`config.mk`:
```
export PLATFORM = sky130hd
export DESIGN_NAME = bbs_supervisor
export DESIGN_NICKNAME = d
export VERILOG_FILES = /design/src/verilog/bbs_supervisor.v /design/src/verilog/bbs_tick_counter.v
export VERILOG_INCLUDE_DIRS = /design/src /design/src/verilog
export SDC_FILE = /design/constraint.sdc
export NUM_CORES = 1
export LEC_CHECK = 0
export ABC_CLOCK_PERIOD_IN_PS = 2500
export BUFFER_PORTS_ARGS = -buffer_cell sky130_fd_sc_hd__buf_2
export CAP_MARGIN = 20
export CORE_AREA = 2 2 120 93
export CTS_BUF_LIST = sky130_fd_sc_hd__clkbuf_16
export CTS_CLUSTER_SIZE = 14
export DETAILED_ROUTE_END_ITERATION = 12
export DIE_AREA = 0 0 122 95
export HOLD_SLACK_MARGIN = 0.1
export SETUP_SLACK_MARGIN = 0.3
export SLEW_MARGIN = 20
export SYNTH_ARGS = -nofsm -noshare
export SYNTH_HDL_FRONTEND = slang
export SYNTH_HIERARCHICAL = 1
export SYNTH_SLANG_ARGS = --single-unit
```
`constraint.sdc`:
```
create_clock -name core_clk -period 2.5 [get_ports core_clk]
set_input_delay 0.375 -clock core_clk [delete_from_list [all_inputs] [get_ports core_clk]]
set_output_delay 0.375 -clock core_clk [all_outputs]
set_load 0.01 [all_outputs]
```
`src/verilog/bbs_map.vh`:
```
// Timing and encoding constants of the battery-backup supervisor.
`ifndef BBS_MAP_VH
`define BBS_MAP_VH
`define BBS_CLK_HZ          50000000
`define BBS_TICK_DIV        50000
`define BBS_TICK_US         1000
`define BBS_SEAL_MIN_MS     5
`define BBS_SEAL_MAX_MS     35
`define BBS_WDT_TIMEOUT_MS  800
`define BBS_RST_DELAY_MS    100
`define BBS_FLOAT_NUM       7
`define BBS_FLOAT_DEN       8
`define BBS_SRC_MAIN        1'b0
`define BBS_SRC_BATT        1'b1
`endif

```
`src/verilog/bbs_supervisor.v`:
```
// Control logic of the battery-backup supervisor.
// Operation
// RQ1 - Seal entry: strap, then supply 5-35 ms.
// RQ2 - Sealed battery stays isolated from circuitry.
// RQ3 - Seal ends at reset release edge.
// RQ4 - Flag low when monitor below reference.
// RQ5 - Flag high only above reference plus hysteresis.
// RQ6 - Host toggles kick within watchdog timeout.
// RQ7 - Any kick edge restarts watchdog counter.
// RQ8 - Floating kick disables watchdog via retrigger.
// RQ9 - Floating kick: low 7/8, then pulse.
// RQ10 - Host keeps kick low, pulses within 7/8.
// RQ11 - Main supply failure switches output to battery.
// RQ12 - Battery only when below trip and battery.
// RQ13 - Recovery returns to main on either condition.
// RQ14 - Reset low while supply below trip level.
// RQ15 - Timeout or recovery holds reset delay time.
// RQ16 - Timeouts counted from slow time base.
`timescale 1ns/1ps
`include "bbs_map.vh"
module bbs_supervisor #(
    parameter        CNT_W       = 12,
    parameter [15:0] TICK_DIV    = `BBS_TICK_DIV,
    parameter [11:0] SEAL_MIN    = `BBS_SEAL_MIN_MS * 1000 / `BBS_TICK_US,
    parameter [11:0] SEAL_MAX    = `BBS_SEAL_MAX_MS * 1000 / `BBS_TICK_US,
    parameter [11:0] WDT_TIMEOUT = `BBS_WDT_TIMEOUT_MS * 1000 / `BBS_TICK_US,
    parameter [11:0] RST_DELAY   = `BBS_RST_DELAY_MS * 1000 / `BBS_TICK_US
) (
    // Clock and reset
    input  wire core_clk,
    input  wire rst_n,
    // Comparator decisions (asynchronous)
    input  wire mainAboveTrip,
    input  wire mainAboveBatt,
    input  wire monitorAboveRef,
    input  wire monitorAboveHyst,
    input  wire monitorTiedMain,
    // Watchdog kick pin, open when not driven
    input  wire watchdogKickIn,
    input  wire watchdogKickFloating,
    // Power-fail flag pin, sensed while strapped
    input  wire powerFailFlagPinIn,
    // Outputs
    output reg  resetOut_n,
    output reg  powerFailFlag_n,
    output reg  backedSupplySrc,
    output reg  batteryConnect,
    output reg  sealActive,
    output reg  watchdogKickOut,
    output reg  watchdogKickOe
);
    // Two-flop synchronisers for every pin input.
    // Every level resets low, so a kick pin that idles low gives no false edge after reset.
    reg  [7:0] syncA_q;
    reg  [7:0] syncB_q;
    wire       aboveTrip   = syncB_q[0];
    wire       aboveBatt   = syncB_q[1];
    wire       monAbove    = syncB_q[2];
    wire       monHyst     = syncB_q[3];
    wire       monTied     = syncB_q[4];
    wire       kickLvl     = syncB_q[5];
    wire       kickFloat   = syncB_q[6];
    wire       flagPinLow  = ~syncB_q[7];
    always @(posedge core_clk or negedge rst_n) begin
        if (!rst_n) begin
            syncA_q <= 8'h00;
            syncB_q <= 8'h00;
        end else begin
            syncA_q <= {powerFailFlagPinIn, watchdogKickFloating, watchdogKickIn, monitorTiedMain,
                        monitorAboveHyst, monitorAboveRef, mainAboveBatt, mainAboveTrip};
            syncB_q <= syncA_q;
        end
    end

    // Slow time base: one enable pulse per millisecond.
    reg  [15:0] divCnt_q;
    reg         tick_q;
    always @(posedge core_clk or negedge rst_n) begin
        if (!rst_n) begin
            divCnt_q <= 16'h0000;
            tick_q   <= 1'b0;
        end else if (divCnt_q == TICK_DIV - 16'h0001) begin
            divCnt_q <= 16'h0000;
            tick_q   <= 1'b1; // RQ16
        end else begin
            divCnt_q <= divCnt_q + 16'h0001;
            tick_q   <= 1'b0;
        end
    end

    // Reset sequencer states.
    // Reset is released only from the delay state, so every release follows a full delay.
    localparam [2:0] ST_LOW   = 3'b001;
    localparam [2:0] ST_DELAY = 3'b010;
    localparam [2:0] ST_RUN   = 3'b100;
    reg  [2:0] state_q;
    reg  [2:0] state_d;

    wire [CNT_W-1:0] rstCnt;
    wire [CNT_W-1:0] wdtCnt;
    wire [CNT_W-1:0] sealCnt;
    reg              kickPrev_q;
    wire             kickEdge = kickLvl ^ kickPrev_q;
    // Internal retrigger pulse at 7/8 of the timeout while the pin floats.
    // The product is formed at full width before the cut, so large timeouts do not wrap.
    localparam [31:0] FLOAT_FULL = (WDT_TIMEOUT * `BBS_FLOAT_NUM) / `BBS_FLOAT_DEN;
    wire [CNT_W-1:0] floatPoint = FLOAT_FULL[CNT_W-1:0];
    wire             floatPulse = kickFloat && (wdtCnt >= floatPoint);
    wire             wdtExpired = (wdtCnt >= WDT_TIMEOUT);
    wire             wdtRestart = (state_q != ST_RUN) || (!kickFloat && kickEdge) || floatPulse; // RQ7 RQ8

    // Both kick edges restart the watchdog; host edges are ignored while the pin floats,
    // so the internal pulse seen back on the pin is not counted a second time.
    always @(posedge core_clk or negedge rst_n) begin
        if (!rst_n) begin
            kickPrev_q <= 1'b0;
        end else begin
            kickPrev_q <= kickLvl;
        end
    end

    always @* begin
        state_d = state_q;
        case (state_q)
            ST_LOW: begin
                if (aboveTrip) state_d = ST_DELAY; // RQ15
            end
            ST_DELAY: begin
                if (!aboveTrip) state_d = ST_LOW; // RQ14
                else if (rstCnt >= RST_DELAY) state_d = ST_RUN;
            end
            ST_RUN: begin
                if (!aboveTrip) state_d = ST_LOW; // RQ14
                else if (wdtExpired) state_d = ST_DELAY; // RQ15
            end
            default: state_d = ST_LOW;
        endcase
    end

    always @(posedge core_clk or negedge rst_n) begin
        if (!rst_n) begin
            state_q <= ST_LOW;
        end else begin
            state_q <= state_d;
        end
    end

    bbs_tick_counter #(.WIDTH(CNT_W)) uRstCnt (
        .core_clk (core_clk),
        .rst_n    (rst_n),
        .tickEn   (tick_q),
        .restart  (state_q != ST_DELAY),
        .count_q  (rstCnt)
    );
    bbs_tick_counter #(.WIDTH(CNT_W)) uWdtCnt (
        .core_clk (core_clk),
        .rst_n    (rst_n),
        .tickEn   (tick_q),
        .restart  (wdtRestart), // RQ16
        .count_q  (wdtCnt)
    );

    // Seal entry: strap held while main supply stays up, then drops within the window.
    wire sealStrap = flagPinLow && monTied;
    reg  sealArm_q;
    bbs_tick_counter #(.WIDTH(CNT_W)) uSealCnt (
        .core_clk (core_clk),
        .rst_n    (rst_n),
        .tickEn   (tick_q),
        .restart  (!(aboveTrip && sealStrap)),
        .count_q  (sealCnt)
    );
    wire sealWindowOk = (sealCnt > SEAL_MIN) && (sealCnt < SEAL_MAX);
    wire resetRise    = (state_q == ST_DELAY) && (state_d == ST_RUN);

    // Next seal state. The supply switch uses it, so the battery never closes onto the
    // output in the cycle in which the seal is taken. Set and release cannot meet,
    // since release needs the supply above the trip level and entry needs it below.
    reg  sealActive_d;
    always @* begin
        sealActive_d = sealActive;
        if (resetRise) begin
            sealActive_d = 1'b0; // RQ3
        end else if (sealArm_q && !aboveTrip) begin
            sealActive_d = 1'b1; // RQ1
        end
    end

    always @(posedge core_clk or negedge rst_n) begin
        if (!rst_n) begin
            sealArm_q  <= 1'b0;
            sealActive <= 1'b0;
        end else begin
            sealArm_q  <= aboveTrip && sealStrap && sealWindowOk;
            sealActive <= sealActive_d;
        end
    end

    // Registered outputs.
    // The battery feeds the output only when main is below both the trip level and the
    // battery; a sealed battery stays isolated and the output keeps the main supply.
    // Between the reference and the hysteresis level the flag keeps its last value.
    wire battSelect = !aboveTrip && !aboveBatt; // RQ12 RQ13
    always @(posedge core_clk or negedge rst_n) begin
        if (!rst_n) begin
            resetOut_n      <= 1'b0;
            powerFailFlag_n <= 1'b0;
            backedSupplySrc <= `BBS_SRC_MAIN;
            batteryConnect  <= 1'b0;
            watchdogKickOut <= 1'b0;
            watchdogKickOe  <= 1'b0;
        end else begin
            resetOut_n <= (state_d == ST_RUN); // RQ14 RQ15
            if (!monAbove) begin
                powerFailFlag_n <= 1'b0; // RQ4
            end else if (monHyst) begin
                powerFailFlag_n <= 1'b1; // RQ5
            end
            backedSupplySrc <= (battSelect && !sealActive_d) ? `BBS_SRC_BATT : `BBS_SRC_MAIN; // RQ11
            batteryConnect  <= battSelect && !sealActive_d; // RQ2
            watchdogKickOe  <= kickFloat; // RQ9
            watchdogKickOut <= floatPulse; // RQ9
        end
    end
endmodule // bbs_supervisor

```
`src/verilog/bbs_tick_counter.v`:
```
// Millisecond counter clocked by the slow time-base enable.
`timescale 1ns/1ps
module bbs_tick_counter #(
    parameter WIDTH = 12
) (
    // Clock and reset
    input  wire             core_clk,
    input  wire             rst_n,
    // Control
    input  wire             tickEn,
    input  wire             restart,
    // Count
    output reg  [WIDTH-1:0] count_q
);
    always @(posedge core_clk or negedge rst_n) begin
        if (!rst_n) begin
            count_q <= {WIDTH{1'b0}};
        end else if (restart) begin
            count_q <= {WIDTH{1'b0}};
        end else if (tickEn && (count_q != {WIDTH{1'b1}})) begin
            count_q <= count_q + {{(WIDTH-1){1'b0}}, 1'b1};
        end
    end
endmodule // bbs_tick_counter
```
==> metrics.txt <==
Total GRT Usage 0.144; I/O pins 17; Die X between 100 and 150 µm; Die ar. 0.0116 mm²; CP endpoint kind flip-flop; RSZ-0062 raised after global routing false; syn_nets 367; WL final between 7 and 8 mm; Placer Congestion 0.845; Syn Inst Count 353; Via-to-Cell Ratio 5.19; top-area cell type share of the netlist area 0.508; fin crit share 0.787; dominant cell type by area after synthesis dfrtp_1; DR WL/cell 14.3 µm; total number of vias about 2700; Area Overhead vs Synth 14.6%; worst-skew pair later-pin latency about 0.33 ns; Final Hold Fails 0; htree depth 3; vias in the first global route 2739; Yosys reg bits 80; Synth Cell Area between 0.003 and 0.004 mm²; Core Rows 33; Logic pwr share 0.026; Slew Viols, Final 0; clock root buffer clkbuf_16; Relative slew margins 0.588; Critical Path RT around 2.8 ns; CTS tree done; final setup TNS 0 ns; ys async rst share 1.00; maximum clock frequency 508 MHz; port bufs 16; largest cells by area after synthesis dfrtp_1 (51%), nor2_1 (4.2%), nor3_1 (2.8%), nand3_4 (2.7%), nand3_1 (2.6%); Final Power between 2 and 3 mW; dpl hpwl 5.02 mm; initial antenna violation count 0; pwr dens 605 mW/mm²; GRT overflow 0; Distinct cells, synth 51; Setup-failing EPs final 0; most used routing layer in global routing met2; final-layout fill cell count 997; Mapped Avg Cell Area 11.0 µm²; Leakage 1.80 nW; max incr delay on CP 0.49 ns; count leader, synth dfrtp_1; Ys Warns 6; worst slew pin tran 0.613 ns; Primary FF master, synth dfrtp_1; Worst setup SP type flip-flop; DRT iter0 DRCs approximately 260; Sw Share 0.216; Final ANT Viol Nets 0; worst-path maximum fanout 9; Flop pwr share 0.492; number of synthesized flops with an enable pin 0; VDD IR max 298 µV; fin crit period 1.97 ns; DR DRC count 0; sequential fraction of the synthesis area 0.514; status finished clean; Commonest cells post-synth dfrtp_1 (79), nor2_1 (44), nor3_1 (22); Clk pwr share 0.482; Clock Skews 0.00454 ns; Starting Density 0.370; nets 394; met2 Use GR 0.222; core area 0.0105 mm²; CTS Buffer Depth 2; 1st-pass router iterations 4; Arr. time, crit path about 2.2 ns; CTS clk-pin slew, worst paths 0.06 ns; max_cap viols 0; layout cell share with drive strength beyond 1 0.169; Top delay family on crit path compound AO/OA/AOI/OAI gates; GRT met3 Usage 0.0525; pin count of the biggest net entering global routing 44; Pint 2.12 mW; worst-path cell chain a41o_1 > a2111oi_2 > o221ai_2 > buf_4 > nor2_1 > mux2_4; Setup Crit Path Kind flip-flop to flip-flop; post-CTS setup buffers 0; TritonCTS Buffers 9; Critical-path top delay cell dfrtp_1; GRT met1 Usage 0.192; Die Span Y 95 µm; Bufs and invs on worst path 1; worst min path class input pin to flip-flop; Net Switching roughly 600 µW; first-pass GRT wire length ~13 mm; Ant. Diodes 0; Sink Count 80
## metrics by stage
| stage | hold WS [ns] | setup slack, ns | utilization | cell area, µm² | instances |
|---|---|---|---|---|---|
| finish | 0.142 | 0.532 | 0.424 | 4460 | 525 |
| global route | 0.125 | 0.432 | 0.424 | 4460 | 525 |
| CTS | 0.130 | 0.348 | 0.423 | 4450 | 525 |
| detailed placement | 0.335 | 0.359 | 0.393 | 4140 | 508 |
| global placement | 0.335 | 0.407 | 0.393 | 4140 | 508 |
| floorplan | 0.0794 | 0.552 | - | 3890 | 353 |
## worst reg2reg max path, cell delays in order, from the launching register on
cell,delay (ns)
dfrtp_1,0.49
a41o_1,0.26
a2111oi_2,0.45
o221ai_2,0.23
buf_4,0.22
nor2_1,0.11
mux2_4,0.15
## placed cells by master (no fill, tap or decap), types with 5 or more instances in the layout
cell type / Yosys / routed
dfrtp_1: 79 / 79
nor2_1: 44 / 44
nor3_1: 22 / 22
nand3_1: 20 / 20
nand2_1: 19 / 19
a21oi_1: 15 / 15
buf_2: 0 / 15
nand4_1: 13 / 13
xnor2_1: 11 / 11
xor2_1: 10 / 10
clkbuf_16: 0 / 9
nor2b_1: 7 / 7
o21ai_0: 6 / 6
nor4_1: 6 / 6
nand3_4: 6 / 6
and4_1: 6 / 6
mux2i_1: 6 / 6
nand2b_1: 5 / 5
inv_1: 5 / 5
or3_1: 5 / 5
and3_1: 5 / 5
## power groups by stage
stage / combinational, mW / sequential [mW] / clock (mW)
after floorplan: 0.0280 / 1.35 / 0
after global placement: 0.0718 / 1.35 / 0
after detailed placement: 0.0732 / 1.35 / 0
after CTS: 0.0747 / 1.33 / 1.34
after global routing: 0.0826 / 1.33 / 1.39
final: 0.0715 / 1.33 / 1.30
## registers in the layout (all words and copies together), names as in the netlist
name / count
tick_q: 1
watchdogKickOut: 1
backedSupplySrc: 1
divCnt_q: 16
state_q: 3
watchdogKickOe: 1
sealActive: 1
uSealCnt/count_q: 12
uRstCnt/count_q: 12
kickPrev_q: 1
resetOut_n: 1
sealArm_q: 1
syncB_q: 8
syncA_q: 8
uWdtCnt/count_q: 12
powerFailFlag_n: 1
## layout make-up
class / instances / area [µm²] / share of cell area
inverter: 5 / 18.8 / 0.00421
tap: 140 / 175 / 0.0392
clock inverter: 7 / 72.6 / 0.0163
multi-input combinational: 263 / 1830 / 0.411
sequential: 80 / 2000 / 0.449
timing repair buffer: 21 / 135 / 0.0303
clock buffer: 9 / 225 / 0.0505
## path summary, 6_finish.rpt
| check | from | to | slack (ns) | cells after the start |
|---|---|---|---|---|
| max | uWdtCnt/count_q[6] | uWdtCnt/count_q[10] | 0.53 | 6 |
| min reg2reg | syncA_q[7] | syncB_q[7] | 0.35 | 0 |
| max reg2reg | uWdtCnt/count_q[6] | uWdtCnt/count_q[10] | 0.53 | 6 |
| min | monitorAboveHyst | syncA_q[3] | 0.14 | 1 |
| min in group asynchronous | rst_n | uRstCnt/count_q[10] | 0.57 | 2 |
| max in group asynchronous | rst_n | syncB_q[4] | 1.34 | 3 |
## repair_timing
item / in CTS / in global routing
setup endpoints to repair: 0 / 9
resized for setup: 0 / 3
hold buffers: 1 / 0
hold endpoints to repair: 40 / 0
## metal layers
layer | vias to the layer above | routed length [µm]
met5 | - | 0
li1 | 1348 | -
met3 | 5 | 315
met1 | 1341 | 3640
met4 | 0 | 46
met2 | 33 | 3480
## cell families after synthesis
kind of cell             Yosys count  synth area share
AND/OR/NAND/NOR                  180             0.280
buffers and inverters             10            0.0183
AO/OA/AOI/OAI                     46            0.0912
multiplexers                      12            0.0357
XOR/XNOR                          21            0.0472
adder cells (fa/ha/maj)            4            0.0128
flip-flops                        80             0.514
Note: power is estimated with default switching activity, not from simulation.
